## src/design/pmt_cfg.svh

```systemverilog
// Register offsets, field positions, reset values and timing counts of the period match timer
`ifndef PMT_CFG_SVH
`define PMT_CFG_SVH
// ==========================================================
// Register byte offsets
`define PMT_OFF_CONTROL     12'h000
`define PMT_OFF_PERIOD      12'h004
`define PMT_OFF_COUNT       12'h008
`define PMT_OFF_FLAGS       12'h00c
`define PMT_OFF_FLAG_CLEAR  12'h010
`define PMT_OFF_FLAG_ENABLE 12'h014
// ==========================================================
// Field positions
`define PMT_PRE_LSB   0
`define PMT_PRE_MSB   1
`define PMT_RUN_BIT   2
`define PMT_POST_LSB  3
`define PMT_POST_MSB  6
`define PMT_FLAG_BIT  0
// ==========================================================
// Reset values
`define PMT_RST_CONTROL 8'h00
`define PMT_RST_PERIOD  8'hff
`define PMT_RST_COUNT   8'h00
// ==========================================================
// Timing: one instruction cycle is four system oscillator cycles
`define PMT_INSN_DIV    2'h3
`define PMT_PRE_DIV4    4'h3
`define PMT_PRE_DIV16   4'hf
`endif

```

## src/design/pmt_pkg.sv

```systemverilog
// Types shared by the period match timer
package pmt_pkg;
  // Decoded control register
  typedef struct packed {
    logic [3:0] post_divider_select;
    logic       timer_run;
    logic [1:0] pre_divider_select;
  } pmt_ctrl_t;

  // AXI write handshake states
  typedef enum logic [1:0] {
    PMT_W_IDLE,
    PMT_W_RESP
  } pmt_wstate_t;
endpackage

```

## src/design/pmt_timer.sv

```systemverilog
// Period match timer with AXI4-Lite register slave
// Operation
// (RULE_01) Count clocked by oscillator/4 through prescaler
// (RULE_02) Prescale codes: 00=1, 01=4, 1x=16
// (RULE_03) Count and period both 8 bits
// (RULE_04) Count and period compared continuously
// (RULE_05) Count wraps to zero after match
// (RULE_06) Each match advances postscaler
// (RULE_07) Postscale ratio is select plus one
// (RULE_08) Postscaler output sets match flag
// (RULE_09) Count/period accessible; reset 00 and ff
// (RULE_10) Run bit 2 starts and stops timer
// (RULE_11) Count/control writes, reset clear dividers
// (RULE_12) Control write keeps count value
// (RULE_13) Stopped timer holds count, no matches
// (RULE_14) Flag sticky until software clears it
`timescale 1ns/1ns
`include "pmt_cfg.svh"
module pmt_timer
  import pmt_pkg::*;
(
  // Clock, reset and freeze
  input  wire logic        aclk,
  input  wire logic        aresetn,
  input  wire logic        clk_en,
  // Write address channel
  input  wire logic [11:0] s_axi_awaddr,
  input  wire logic        s_axi_awvalid,
  output logic             s_axi_awready,
  // Write data channel
  input  wire logic [31:0] s_axi_wdata,
  input  wire logic [3:0]  s_axi_wstrb,
  input  wire logic        s_axi_wvalid,
  output logic             s_axi_wready,
  // Write response channel
  output logic [1:0]       s_axi_bresp,
  output logic             s_axi_bvalid,
  input  wire logic        s_axi_bready,
  // Read address and data channels
  input  wire logic [11:0] s_axi_araddr,
  input  wire logic        s_axi_arvalid,
  output logic             s_axi_arready,
  output logic [31:0]      s_axi_rdata,
  output logic [1:0]       s_axi_rresp,
  output logic             s_axi_rvalid,
  input  wire logic        s_axi_rready,
  // Level interrupt, high while an enabled flag is set
  output logic             irq
);

  // ==========================================================
  // Timer state
  pmt_ctrl_t   ctrl_q,     ctrl_d;
  logic [7:0]  period_q,   period_d;
  logic [7:0]  count_q,    count_d;     // see RULE_03
  logic [1:0]  insn_q,     insn_d;
  logic [3:0]  pre_q,      pre_d;
  logic [3:0]  post_q,     post_d;
  logic        match_q,    match_d;
  logic        flag_q,     flag_d;
  logic        flag_en_q,  flag_en_d;

  // Bus channel state
  logic        aw_got_q,   aw_got_d;
  logic        w_got_q,    w_got_d;
  logic [11:0] awaddr_q,   awaddr_d;
  logic [31:0] wdata_q,    wdata_d;
  logic        bvalid_q,   bvalid_d;
  logic [1:0]  bresp_q,    bresp_d;
  logic        rvalid_q,   rvalid_d;
  logic [31:0] rdata_q,    rdata_d;
  logic [1:0]  rresp_q,    rresp_d;
  logic        wstrb0_q,   wstrb0_d;

  // Combinational strobes and taps
  logic        wr_fire;
  logic        wr_lane0;
  logic        wr_ok;
  logic        insn_tick;
  logic        pre_tick;
  logic [3:0]  pre_limit;
  logic        post_pulse;
  logic [31:0] rd_word;
  logic        rd_hit;

  // ==========================================================
  // AXI handshakes; address and data may arrive in either order.
  // Every ready is gated by the enable: while frozen the registers take
  // nothing, so a master never sees an AW, W or AR handshake complete then.
  assign s_axi_awready = clk_en && !aw_got_q && !bvalid_q;
  assign s_axi_wready  = clk_en && !w_got_q && !bvalid_q;
  assign s_axi_arready = clk_en && !rvalid_q;
  assign s_axi_bvalid  = bvalid_q;
  assign s_axi_bresp   = bresp_q;
  assign s_axi_rvalid  = rvalid_q;
  assign s_axi_rdata   = rdata_q;
  assign s_axi_rresp   = rresp_q;
  assign irq           = flag_q && flag_en_q;

  // Write commits once both halves are held; registers are 8 bits so only lane 0 matters.
  // A write with lane 0 masked still answers OKAY but changes nothing.
  assign wr_fire  = aw_got_q && w_got_q && !bvalid_q;
  assign wr_lane0 = wr_fire && wstrb0_q;

  // Write address decode; holes in the map are refused with an error response
  always_comb begin
    unique case (awaddr_q)
      `PMT_OFF_CONTROL, `PMT_OFF_PERIOD, `PMT_OFF_COUNT,
      `PMT_OFF_FLAGS, `PMT_OFF_FLAG_CLEAR, `PMT_OFF_FLAG_ENABLE: wr_ok = 1'b1;
      default: wr_ok = 1'b0;
    endcase
  end

  // ==========================================================
  // Bus channel next state
  always_comb begin
    aw_got_d = aw_got_q;
    w_got_d  = w_got_q;
    awaddr_d = awaddr_q;
    wdata_d  = wdata_q;
    wstrb0_d = wstrb0_q;
    bvalid_d = bvalid_q;
    bresp_d  = bresp_q;
    rvalid_d = rvalid_q;
    rdata_d  = rdata_q;
    rresp_d  = rresp_q;
    // Each half is parked until its partner arrives
    if (s_axi_awvalid && s_axi_awready) begin
      aw_got_d = 1'b1;
      awaddr_d = {s_axi_awaddr[11:2], 2'h0};
    end
    if (s_axi_wvalid && s_axi_wready) begin
      w_got_d  = 1'b1;
      wdata_d  = s_axi_wdata;
      wstrb0_d = s_axi_wstrb[0];
    end
    // The response rises on the commit edge and stands until bready
    if (wr_fire) begin
      aw_got_d = 1'b0;
      w_got_d  = 1'b0;
      bvalid_d = 1'b1;
      bresp_d  = wr_ok ? 2'h0 : 2'h2;   // Unmapped address answers SLVERR
    end else if (bvalid_q && s_axi_bready) begin
      bvalid_d = 1'b0;
    end
    // Read data is captured at the address handshake and then held, so a
    // slow master sees the value of that edge even if the timer moves on
    if (s_axi_arvalid && s_axi_arready) begin
      rvalid_d = 1'b1;
      rdata_d  = rd_word;
      rresp_d  = rd_hit ? 2'h0 : 2'h2;                             // Unmapped address answers SLVERR
    end else if (rvalid_q && s_axi_rready) begin
      rvalid_d = 1'b0;
    end
  end

  // ==========================================================
  // Read multiplexer; kept apart from the channel logic so the whole
  // register map can be seen in one place
  always_comb begin
    rd_word = 32'h0000_0000;
    rd_hit  = 1'b1;
    unique case ({s_axi_araddr[11:2], 2'h0})
      `PMT_OFF_CONTROL:     rd_word[7:0] = {1'b0, ctrl_q};         // Top bit unimplemented, reads zero
      `PMT_OFF_PERIOD:      rd_word[7:0] = period_q;               // see RULE_09
      `PMT_OFF_COUNT:       rd_word[7:0] = count_q;                // see RULE_09
      `PMT_OFF_FLAGS:       rd_word[`PMT_FLAG_BIT] = flag_q;
      `PMT_OFF_FLAG_CLEAR:  rd_word = 32'h0000_0000;               // Write-only, reads zero
      `PMT_OFF_FLAG_ENABLE: rd_word[`PMT_FLAG_BIT] = flag_en_q;
      default:              rd_hit = 1'b0;
    endcase
  end

  // ==========================================================
  // Timer datapath
  assign insn_tick = (insn_q == `PMT_INSN_DIV);                 // see RULE_01
  // Ratio limit of the prescaler counter; both upper codes select sixteen
  always_comb begin
    unique case (ctrl_q.pre_divider_select)                      // see RULE_02
      2'h0:    pre_limit = 4'h0;
      2'h1:    pre_limit = `PMT_PRE_DIV4;
      default: pre_limit = `PMT_PRE_DIV16;
    endcase
  end
  // Prescaler ticks on the instruction clock that completes its ratio
  assign pre_tick   = ctrl_q.timer_run && insn_tick && (pre_q == pre_limit);
  assign post_pulse = match_q && pre_tick && (post_q == ctrl_q.post_divider_select); // see RULE_07

  always_comb begin
    ctrl_d    = ctrl_q;
    period_d  = period_q;
    count_d   = count_q;
    insn_d    = insn_q + 2'h1;
    pre_d     = pre_q;
    post_d    = post_q;
    flag_d    = flag_q;
    flag_en_d = flag_en_q;
    // Prescaler only moves while running; stopped timer freezes prescaler, count and postscaler, but the instruction divider keeps counting
    if (ctrl_q.timer_run && insn_tick) begin                     // see RULE_13
      pre_d = pre_tick ? 4'h0 : pre_q + 4'h1;
    end
    // A registered match makes the next prescaler tick load zero instead of
    // incrementing, so the count dwells one tick at the period value
    if (pre_tick) begin
      if (match_q) begin
        count_d = 8'h00;                                         // see RULE_05
        post_d  = (post_q == ctrl_q.post_divider_select) ? 4'h0 : post_q + 4'h1; // see RULE_06
      end else begin
        count_d = count_q + 8'h01;
      end
    end
    // Postscaler wrap raises the sticky flag; only software or reset lowers it
    if (post_pulse) begin
      flag_d = 1'b1;                                             // see RULE_08
    end
    // Register writes come last so they override the counting above
    if (wr_lane0 && wr_ok) begin
      unique case (awaddr_q)
        `PMT_OFF_CONTROL: begin
          ctrl_d = wdata_q[6:0];                                 // see RULE_10
          pre_d  = 4'h0;                                         // see RULE_11
          post_d = 4'h0;
          insn_d = 2'h0;
          count_d = count_q;                                     // see RULE_12
        end
        `PMT_OFF_PERIOD: period_d = wdata_q[7:0];
        `PMT_OFF_COUNT: begin
          count_d = wdata_q[7:0];
          pre_d   = 4'h0;                                        // see RULE_11
          post_d  = 4'h0;
          insn_d  = 2'h0;
        end
        // Writing zero clears; an event in the same cycle wins
        `PMT_OFF_FLAGS: flag_d = post_pulse | (flag_q & wdata_q[`PMT_FLAG_BIT]); // see RULE_14
        `PMT_OFF_FLAG_CLEAR: flag_d = post_pulse | (flag_q & ~wdata_q[`PMT_FLAG_BIT]);
        `PMT_OFF_FLAG_ENABLE: flag_en_d = wdata_q[`PMT_FLAG_BIT];
        default: flag_d = flag_d;
      endcase
    end
  end

  // Continuous comparison, registered so the wrap lands on the next increment.
  // The flag therefore repeats every 4 * prescale * (period + 1) * (postscale + 1) clocks.
  assign match_d = ctrl_q.timer_run && (count_d == period_d);   // see RULE_04

  // ==========================================================
  // Bus registers; reset returns every channel to idle with nothing parked
  always_ff @(posedge aclk) begin
    if (!aresetn) begin
      aw_got_q  <= 1'b0;
      w_got_q   <= 1'b0;
      awaddr_q  <= 12'h000;
      wdata_q   <= 32'h0000_0000;
      wstrb0_q  <= 1'b0;
      bvalid_q  <= 1'b0;
      bresp_q   <= 2'h0;
      rvalid_q  <= 1'b0;
      rdata_q   <= 32'h0000_0000;
      rresp_q   <= 2'h0;
    end else if (clk_en) begin
      aw_got_q  <= aw_got_d;
      w_got_q   <= w_got_d;
      awaddr_q  <= awaddr_d;
      wdata_q   <= wdata_d;
      wstrb0_q  <= wstrb0_d;
      bvalid_q  <= bvalid_d;
      bresp_q   <= bresp_d;
      rvalid_q  <= rvalid_d;
      rdata_q   <= rdata_d;
      rresp_q   <= rresp_d;
    end
  end

  // ==========================================================
  // Timer registers; synchronous reset also clears both dividers.
  // The enable freezes the dividers together with the count, so a
  // paused timer resumes with the same phase at which it stopped.
  always_ff @(posedge aclk) begin
    if (!aresetn) begin
      ctrl_q    <= pmt_ctrl_t'(7'(`PMT_RST_CONTROL));          // Bit 7 is not stored
      period_q  <= `PMT_RST_PERIOD;                             // see RULE_09
      count_q   <= `PMT_RST_COUNT;
      insn_q    <= 2'h0;
      pre_q     <= 4'h0;                                        // see RULE_11
      post_q    <= 4'h0;
      match_q   <= 1'b0;
      flag_q    <= 1'b0;
      flag_en_q <= 1'b0;
    end else if (clk_en) begin
      ctrl_q    <= ctrl_d;
      period_q  <= period_d;
      count_q   <= count_d;
      insn_q    <= insn_d;
      pre_q     <= pre_d;
      post_q    <= post_d;
      match_q   <= match_d;
      flag_q    <= flag_d;
      flag_en_q <= flag_en_d;
    end
  end

endmodule

```

## config.mk

```make
export PLATFORM = sky130hd
export DESIGN_NAME = pmt_timer
export DESIGN_NICKNAME = d
export VERILOG_FILES = /design/src/design/pmt_pkg.sv /design/src/design/pmt_timer.sv
export VERILOG_INCLUDE_DIRS = /design/src /design/src/design
export SDC_FILE = /design/constraint.sdc
export NUM_CORES = 1
export LEC_CHECK = 0
export BUFFER_PORTS_ARGS = -buffer_cell sky130_fd_sc_hd__buf_2
export CAP_MARGIN = 20
export CELL_PAD_IN_SITES_DETAIL_PLACEMENT = 2
export CELL_PAD_IN_SITES_GLOBAL_PLACEMENT = 2
export CORE_MARGIN = 2
export CORE_UTILIZATION = 32
export CTS_BUF_LIST = sky130_fd_sc_hd__clkbuf_4 sky130_fd_sc_hd__clkbuf_8 sky130_fd_sc_hd__clkbuf_16
export DETAILED_ROUTE_END_ITERATION = 16
export GPL_TIMING_DRIVEN = 0
export MAX_ROUTING_LAYER = met4
export PLACE_DENSITY_LB_ADDON = 0.1
export SLEW_MARGIN = 20
export SYNTH_ARGS = -nofsm -noshare
export SYNTH_HDL_FRONTEND = slang
export SYNTH_SLANG_ARGS = --single-unit
```

## constraint.sdc

```tcl
create_clock -name aclk -period 4.4 [get_ports aclk]
set_input_delay 0.22 -clock aclk [delete_from_list [all_inputs] [get_ports aclk]]
set_output_delay 0.22 -clock aclk [all_outputs]
set_load 0.1 [all_outputs]
```

# After elaboration in Yosys (flattened, before gate mapping)
# Index checks and enable logic that the tools add are counted.
# Widths: inputs -> output; s select.
dict set report totals {
  inputBits 68
  output_inout_bits 42
  ff_bits 71
  wordCells 124
}
dict set report classes {
  mux 35
  n_eq_ne 15
  bitwise_logic 5
  n_reduce_logical 44
  n_addsub 4
}
# operator count
set ops {}
lappend ops {{$eq 10x2->1 const B} 4}
lappend ops {{$eq 10x3->1 const B} 4}
lappend ops {{$mux 8} 5}
lappend ops {{$mux 4} 9}
lappend ops {{$pmux 7 s3} 1}
lappend ops {{$eq 10x1->1 const B} 2}
lappend ops {{$logic_and 1x1->1} 20}
lappend ops {{$pmux 8 s2} 1}
lappend ops {{$reduce_and 2->1} 8}
lappend ops {{$logic_not 12->1} 1}
lappend ops {{$mux 1} 12}
lappend ops {{$reduce_or 6->1} 2}
lappend ops {{$logic_not 10->1} 1}
lappend ops {{$add 4x1->4 const B} 2}
lappend ops {{$add 8x1->8 const B} 1}
lappend ops {{$eq 4x4->1} 2}
lappend ops {{$eq 8x8->1} 1}
lappend ops {{$mux 2} 4}
lappend ops {{$pmux 4 s2} 1}
lappend ops {{$reduce_bool 2->1} 4}
lappend ops {{$reduce_and 3->1} 2}
lappend ops {{$pmux 1 s5} 1}
lappend ops {{$logic_not 1->1} 4}
lappend ops {{$add 2x1->2 const B} 1}
lappend ops {{8 further kinds} 10}

# Longest topological paths before layout
# Gate-level depths: netlist of the first run.
dict set report logic_depth {
  word_depth 9
  ltp_mapped 10
  mapped_depth_nobuf 9
}

# Worst setup path after synthesis of the first run
# Ideal clock, no wire load.
dict set report synth_timing {
  kind {register to register}
  from {register rvalid_q, in the netlist s_axi_rvalid}
  to {register rdata_q[6], in the netlist s_axi_rdata[6]}
  slack_ns 1.028
  arrival_ns 3.304
  stages_incl_launch_ff 6
  setup_ns 0.068
  n_path_buf 0
  required_time_ns 4.332
  period_less_slack_ns 3.372
  path_cell_list {dfxtp_1 nor2_1 nand4_1 a211oi_1 a22oi_1 nor2_1}
}
dict set report synth_between {
  elab_chain_cells 4
}
# element line
set synth_rtl {}
lappend synth_rtl {{from (decl)} pmt_timer.sv:70} ;# logic rvalid_q, rvalid_d;
lappend synth_rtl {{from (signal assigned)} pmt_timer.sv:268} ;# rvalid_q <= rvalid_d;
lappend synth_rtl {{$logic_not 1->1} pmt_timer.sv:92} ;# assign s_axi_arready = clk_en && !rvalid_q;
lappend synth_rtl {{$logic_and 1x1->1} pmt_timer.sv:92}
lappend synth_rtl {{named net s_axi_arready} pmt_timer.sv:42} ;# output logic s_axi_arready,
lappend synth_rtl {{$logic_and 1x1->1} pmt_timer.sv:148} ;# if (s_axi_arvalid && s_axi_arready) begin
lappend synth_rtl {{$reduce_and 2->1 (no line)} n/a}
lappend synth_rtl {{to (signal assigned)} pmt_timer.sv:269} ;# rdata_q <= rdata_d;
lappend synth_rtl {{to (decl)} pmt_timer.sv:71} ;# logic [31:0] rdata_q, rdata_d;
# The timed path passes the listed nets, and every way through them passes these cells.
# A chain may end at the register's enable or synchronous reset.

# Worst setup path in the final report of the first run
dict set report layout_timing {
  from {register awaddr_q[5]}
  to {register match_q}
}
dict set report layout_between {
  elab_chain_cells 7
  elab_cells_between_ends 15
  classes_between {6 x eq/ne; 5 x mux; 4 x reduce/logical}
}
# element line
set layout_rtl {}
lappend layout_rtl {{from (decl)} pmt_timer.sv:66} ;# logic [11:0] awaddr_q, awaddr_d;
lappend layout_rtl {{from (signal assigned)} pmt_timer.sv:263} ;# awaddr_q <= awaddr_d;
lappend layout_rtl {{$eq 10x3->1, or another cell as far along} pmt_timer.sv:107} ;# unique case (awaddr_q)
lappend layout_rtl {{$reduce_or 6->1} pmt_timer.sv:107}
lappend layout_rtl {{$mux 1} pmt_timer.sv:107}
lappend layout_rtl {{$logic_and 1x1->1} pmt_timer.sv:217} ;# if (wr_lane0 && wr_ok) begin
lappend layout_rtl {{$mux 8} pmt_timer.sv:217}
lappend layout_rtl {{$eq 8x8->1 *} pmt_timer.sv:244} ;# assign match_d = ctrl_q.timer_run && (count_d == period_d);
lappend layout_rtl {{$logic_and 1x1->1 *} pmt_timer.sv:244}
lappend layout_rtl {{to (signal assigned)} pmt_timer.sv:296} ;# match_q <= match_d;
lappend layout_rtl {{to (decl)} pmt_timer.sv:59} ;# logic match_q, match_d;
# Every way passes the cells marked *; elsewhere a longest branch is shown, timed or not.

==> impl_metrics.csv, run 1 <==
group,metric,value,unit
status,run_status,"complete, but fails checks",
status,failed_checks,"DRC",
sta,max_freq,387,MHz
pwr,switching_share,30.0,%
layout,nets,639,
setup_path,arrival,2850,ps
die,initial_core_util,33.1,%
clock_tree,h-tree-depth,3,
die,rows,39,
pwr,p_leak,2.03,nW
synthesis,synth_edf_count,0,
die,coreArea,0.0115,mm^2
detailed_routing,routed_wl,13400,um
sta,clock_skew,5.60,ps
synthesis,synth.avg_cell_area,7.94,um^2
sta,hold_slack,116,ps
clock_tree,path_clk_slew,60,ps
global_route,grt_overflow_total,0,
layout,area_growth_syn_to_layout,22.2,%
detailed_routing,firstDrtPassIters,10,
sta,worst_slack,1820,ps
setup_path,critPathLaunchType,"flip-flop",
synthesis,yosysTopAreaCell,"dfxtp_1",
synthesis,synth_top_area_share,36.3,%
layout,fillCellCount,1320,
setup_path,endpoint_kind,"flip-flop",
layout,post_route_cells_drive_above_1_share,19.8,%
clock_tree,cts_tree,"done",
sta,final.period_utilization,58.7,%
pwr,vdd_drop_max,0.000257,V
global_route,grt_usage,22.4,%
global_route,grt_pass1_wl,21500,um
sta,hold_viol,0,
clock_tree,cts.sinks,69,
setup_path,worstSetupPathType,"flip-flop to flip-flop",
sta,slew-limit-headroom,44.2,%
clock_tree,hold_buffers,0,
pwr,power.internal,1.19,mW
synthesis,synth_area_leaders,"dfxtp_1 36%, mux2i_1 8.1%, nand2_1 7.6%",
synthesis,ys_async_sr_fraction,0,%
synthesis,yosysMostFrequentCell,"nand2_1",
detailed_routing,post_drt_wl_per_cell,18.8,um
synthesis,syn_inst,480,
detailed_routing,vias,3761,
sta,rsz0062_at_grt,"no",
pwr,p_comb_share,15.6,%
pwr,power.density,366,mW/mm^2
synthesis,yosys_warnings,0,
detailed_routing,drc,2,
setup_path,crit_required,4670,ps
sta,setup_viol,0,
place,port_buffers,51,
sta,final.setup.tns,0,ps
sta,period_needed,2580,ps
place,hpwl,10300,um
synthesis,yosysUniqueCellTypes,60,
flow_run,drv_cap,0,
detailed_routing,dr.first_iter.drc_count,132,
clock_tree,cts_setup_buffers,0,
layout,n_antenna_cell,0,
synthesis,seq_area_frac_synth,36.3,%
global_route,grt_pass1_vias,3938,
detailed_routing,viasPerCell,5.26,
pwr,pwr-share-seq,38.8,%
detailed_routing,antenna_left,0,
synthesis,synth_ff_type,"dfxtp_1",
synthesis,synthTopCellsByCount,"77 x nand2_1, 69 x dfxtp_1, 52 x nor2_1",
global_route,antenna_found_initial,0,
place,dpl_worst_slack,1840,ps
sta,tightestPinTransition,831,ps
die,die_y,113,um
global_route,grt_max_degree,12,
sta,drv_slew,0,
die,dieArea,0.0128,mm^2
clock_tree,post_cts_resized,0,
die,pin_count,110,
pwr,pwr-share-clk,45.6,%
clock_tree,insertion_delay,340,ps
clock_tree,cts_buffers,9,
layout,post-route-util,40.4,%
die,fp.dieW,113,um
pwr,finalPower,1.70,mW
synthesis,synth_seq_cells,69,
place,gp_congestion,0.878,
pwr,p_sw,0.511,mW
clock_tree,max-clock-path-buffers,2,
clock_tree,clock-root-buffer,"clkbuf_16",
min_path,holdCritPathClass,"input port to flip-flop",
setup_path,cp_max_fo,5,
synthesis,synth_area,0.00381,mm^2
[per-stage QoR]
step / instances / instance area [um^2]
2_1_floorplan: 505 / 3900
3_3_place_gp: 699 / 4340
3_5_place_dp: 699 / 4340
4_1_cts: 715 / 4650
5_1_grt: 715 / 4650
6_report: 715 / 4650
[area by class of cell]
class / instances / area (um^2) / share of cell area, %
buffer: 50 / 330 / 7.10
clock buffer: 13 / 274 / 5.89
clock inverter: 3 / 42.5 / 0.914
inverter: 5 / 18.8 / 0.403
multi-input combinational: 381 / 2170 / 46.7
sequential: 69 / 1380 / 29.7
tap: 143 / 179 / 3.84
timing repair buffer: 51 / 255 / 5.48
[flip-flops by register name, summed over array words and instances (netlist names)]
| signal | flops |
|---|---|
| s_axi_rvalid | 1 |
| flag_en_q | 1 |
| flag_q | 1 |
| match_q | 1 |
| aw_got_q | 1 |
| w_got_q | 1 |
| count_q | 8 |
| wstrb0_q | 1 |
| pre_q | 4 |
| s_axi_bresp | 1 |
| period_q | 8 |
| s_axi_rresp | 1 |
| post_q | 4 |
| wdata_q | 8 |
| awaddr_q | 10 |
| ctrl_q | 7 |
| s_axi_rdata | 8 |
| insn_q | 2 |
| s_axi_bvalid | 1 |
[power groups by stage]
stage	clock (mW)	sequential, mW	combinational [mW]
final	0.776	0.661	0.266
after global routing	0.822	0.663	0.285
after CTS	0.793	0.661	0.267
after detailed placement	0	0.674	0.266
after global placement	0	0.673	0.261
after floorplan	0	0.677	0.203
[layout by cell type (no fill, tap or decap), drive strengths merged, types with 5 or more instances in the layout]
master,n
nor4,5
a22oi,8
o21ai,24
and3,7
and2,6
a211oi,9
mux2i,31
a31oi,5
xor2,7
nand3,21
buf,84
dfxtp,69
a21oi,46
nand4,6
nor3,10
clkbuf,29
nand2,77
nor2,52
conb,26
[per-layer routing]
metal / vias to the layer above / wire, um / track usage [%] / share of wire [%]
met5: - / 0 / - / 0
met4: 0 / 202 / 6.99 / 1.5
met3: 15 / 536 / 2.89 / 4.0
met2: 69 / 6630 / 37.9 / 49
met1: 1868 / 6060 / 27.8 / 45
li1: 1809 / - / - / -
[final timing paths]
path	startpoint	end	slack (ps)	cells past startpoint
worst max-delay path	awaddr_q[5]	match_q	1820	7
worst min-delay path	s_axi_wdata[1]	wdata_q[1]	120	3
worst min register to register	insn_q[1]	insn_q[1]	460	2
worst max register to register	awaddr_q[5]	match_q	1820	7
[logic make-up after synthesis]
group / count (synthesis) / synth area share [%]
DFF: 69 / 36.3
AOI/OAI and AO/OA: 104 / 16.8
and+or+nand+nor: 203 / 24.8
adders and majority gates: 4 / 1.31
xor gates and xnor gates: 11 / 2.53
other: 1 / 0.0984
buffers and inverters: 55 / 9.16
muxes: 33 / 9.03
[worst max-delay path, stage by stage, from the launching register on]
cell and delay [ps]:
dfxtp_1 310, nor3_1 570, nand4_1 380, mux2i_1 410
a21oi_1 170, nor3_1 370, o2111ai_1 170, o21ai_1 130
Note: power is estimated with default switching activity, not from simulation.
==> inputs of run 2 (changes only) <==
--- a/config.mk
+++ b/config.mk
@@ -6,12 +6,13 @@
 export SDC_FILE = /design/constraint.sdc
 export NUM_CORES = 1
 export LEC_CHECK = 0
+export ABC_AREA = 1
 export BUFFER_PORTS_ARGS = -buffer_cell sky130_fd_sc_hd__buf_2
 export CAP_MARGIN = 20
 export CELL_PAD_IN_SITES_DETAIL_PLACEMENT = 2
 export CELL_PAD_IN_SITES_GLOBAL_PLACEMENT = 2
 export CORE_MARGIN = 2
-export CORE_UTILIZATION = 32
+export CORE_UTILIZATION = 28
 export CTS_BUF_LIST = sky130_fd_sc_hd__clkbuf_4 sky130_fd_sc_hd__clkbuf_8 sky130_fd_sc_hd__clkbuf_16
 export DETAILED_ROUTE_END_ITERATION = 16
 export GPL_TIMING_DRIVEN = 0
==> constraint.sdc (replaced) <==
create_clock -name aclk -period 2.62 [get_ports aclk]
set_input_delay 0.131 -clock aclk [delete_from_list [all_inputs] [get_ports aclk]]
set_output_delay 0.131 -clock aclk [all_outputs]
set_load 0.1 [all_outputs]
==> impl_metrics.csv, run 2 <==
group,metric,value,unit
synthesis,synth_seq_cells,69,
setup_path,arrival,2650,ps
sta,slew-limit-headroom,52.0,%
layout,n_antenna_cell,0,
synthesis,synthSimpleGateAreaFrac,32.9,%
global_route,antenna_found_initial,0,
die,coreArea,0.0140,mm^2
die,pin_count,110,
sta,hold_slack,47.3,ps
synthesis,synth_edf_count,0,
pwr,power.density,615,mW/mm^2
place,port_buffers,51,
sta,drv_slew,0,
die,dieArea,0.0154,mm^2
setup_path,path_buf_inv,1,
detailed_routing,viasPerCell,4.90,
synthesis,syn_inst,620,
global_route,grt_usage,22.0,%
min_path,hold_start,"s_axi_awaddr[11]",
global_route,grt_pass1_wl,24500,um
layout,final_cell_mix,"164 x nand2_1, 68 x dfxtp_1, 62 x nor2_1",
min_path,holdCritPathClass,"input port to flip-flop",
synthesis,synthAdderAreaFrac,1.24,%
synthesis,yosys_warnings,0,
pwr,vdd_drop_max,0.000262,V
place,hpwl,12400,um
synthesis,synth-compound-area-share,17.5,%
synthesis,synthTopCellsByCount,"164 x nand2_1, 69 x dfxtp_1, 65 x nor2_1",
layout,fin_area,0.00493,mm^2
setup_path,crit_top_cell,"nand2_1",
detailed_routing,routed_wl,15600,um
synthesis,seq_area_frac_synth,34.2,%
setup_path,endpoint_kind,"flip-flop",
synthesis,synth_top_family_by_area,"simple AND/OR/NAND/NOR gates",
synthesis,synth_area,0.00404,mm^2
setup_path,critPathLaunchType,"flip-flop",
pwr,finalPower,3.03,mW
setup_path,crit_start,"count_q[1]",
setup_path,cp_max_fo,6,
die,initial_core_util,28.9,%
sta,setup_viol,0,
setup_path,worstSetupPathType,"flip-flop to flip-flop",
synthesis,yosysMostFrequentCell,"nand2_1",
synthesis,synth_xor_area_share,0.867,%
layout,post_route_cells_drive_above_1_share,17.2,%
setup_path,reg2reg_slack,250,ps
setup_path,critPathSlowestCell,"dfxtp_1",
sta,final.setup.tns,0,ps
clock_tree,h-tree-depth,3,
clock_tree,insertion_delay,340,ps
clock_tree,cts.sinks,69,
clock_tree,clock-root-buffer,"clkbuf_16",
synthesis,synthMuxAreaShare,0,%
clock_tree,max-clock-path-buffers,2,
detailed_routing,post_drt_wl_per_cell,17.5,um
clock_tree,cts_buffers,9,
detailed_routing,vias,4366,
layout,regMostFlops,"awaddr_q",
synthesis,synth_area_leaders,"dfxtp_1 34%, nand2_1 15%, a21oi_1 6.6%",
status,run_status,"complete, no violations",
synthesis,yosysUniqueCellTypes,44,
die,rows,43,
sta,max_freq,421,MHz
die,fp.dieW,124,um
detailed_routing,dr.first_iter.drc_count,179,
setup_path,reg2reg_depth,15,
sta,period_needed,2370,ps
place,gp_congestion,0.898,
min_path,hold_path_depth,3,
layout,largest_reg_flops,10,
sta,hold_viol,0,
global_route,grt_max_degree,12,
sta,tightestPinTransition,720,ps
layout,final_common_cell,"nand2_1",
place,postPlaceCellArea,0.00462,mm^2
clock_tree,cts_setup_buffers,0,
synthesis,synth.avg_cell_area,6.52,um^2
clock_tree,path_clk_slew,60,ps
sta,final.period_utilization,90.6,%
clock_tree,hold_buffers,0,
setup_path,r2r-start,"count_q[1]",
min_path,holdPathEnd,"awaddr_q[11]",
detailed_routing,drc,0,
setup_path,crit_required,2900,ps
sta,clock_skew,4.80,ps
setup_path,cp_top_family,"simple AND/OR/NAND/NOR gates",
clock_tree,post_cts_resized,0,
pwr,p_leak,2.27,nW
setup_path,cp_slowest_stage_delay,570,ps
flow_run,drv_cap,0,
detailed_routing,firstDrtPassIters,4,
detailed_routing,antenna_left,0,
global_route,grt_pass1_vias,4573,
sta,rsz0062_at_grt,"no",
die,die_y,124,um
layout,nets,779,
synthesis,synth_top_area_share,34.2,%
setup_path,r2r_end,"match_q",
setup_path,crit_chain,"ha_1, inv_1, o21ai_0, nand3_1, nand2_1, nand2_1, nand2_1, nand2_1, nand2_1, nand2_1, nor2_1, nand2_1, nor2_1, nor2_1, nor2_1",
global_route,grt_overflow_total,0,
synthesis,yosysTopAreaCell,"dfxtp_1",
synthesis,ys_async_sr_fraction,0,%
clock_tree,cts_tree,"done",
synthesis,synth_ff_type,"dfxtp_1",
layout,area_growth_syn_to_layout,22.0,%
==> run 2: cell families (layout without fill, tap and decap cells) <==
group	count (synthesis)	count (layout)
simple gates	304	304
compound gates	127	127
buf+inv	111	177
flops	69	69
fa+ha+maj	4	4
xor+xnor	4	4
other cells	1	26
==> run 2: tightest hold or removal path, stage by stage <==
cell and delay (ps):
buf_2 70, o21ai_0 70, nor2_1 80
==> run 2: worst max path at each step <==
stage / end / slack (ps) / cells past startpoint
floorplan: wdata_q[6] / 20 / 7
global placement: match_q / 390 / 15
detailed placement: match_q / 200 / 15
CTS: match_q / 180 / 15
global route: match_q / 9 / 15
finish: match_q / 250 / 15
==> run 2: metal layers <==
metal  track usage (%)  part of all wire, %  wire length, um  vias up
met5                 -                    0                0        -
met4              7.44                  2.2              337        0
met3              3.16                  2.5              386       21
met2              36.4                   49             7660       74
met1              27.5                   46             7240     2116
li1                  -                    -                -     2155
==> run 2: metrics by stage <==
step | cells | setup WS [ps] | utilization (%)
after floorplan | 645 | 22.4 | -
after global placement | 876 | 387 | 33.0
after detailed placement | 876 | 196 | 33.0
after CTS | 891 | 176 | 35.2
after global routing | 891 | 9.05 | 35.2
final | 891 | 246 | 35.2
==> run 2: report_power, final <==
part / leakage [nW] / switching [mW] / internal (mW)
Combinational: 1.56 / 0.458 / 0.137
Clock: 0.147 / 0.506 / 0.781
Sequential: 0.565 / 0.0527 / 1.10
==> run 2: cell type report <==
class	count	area (um^2)
plain buffers	43	275
clock buffers	11	253
clock inverters	4	47.5
fillers	1766	9060
inverters	68	259
multi-input cells	465	2230
flip-flops and latches	69	1380
well taps	180	225
repair buffers	51	255
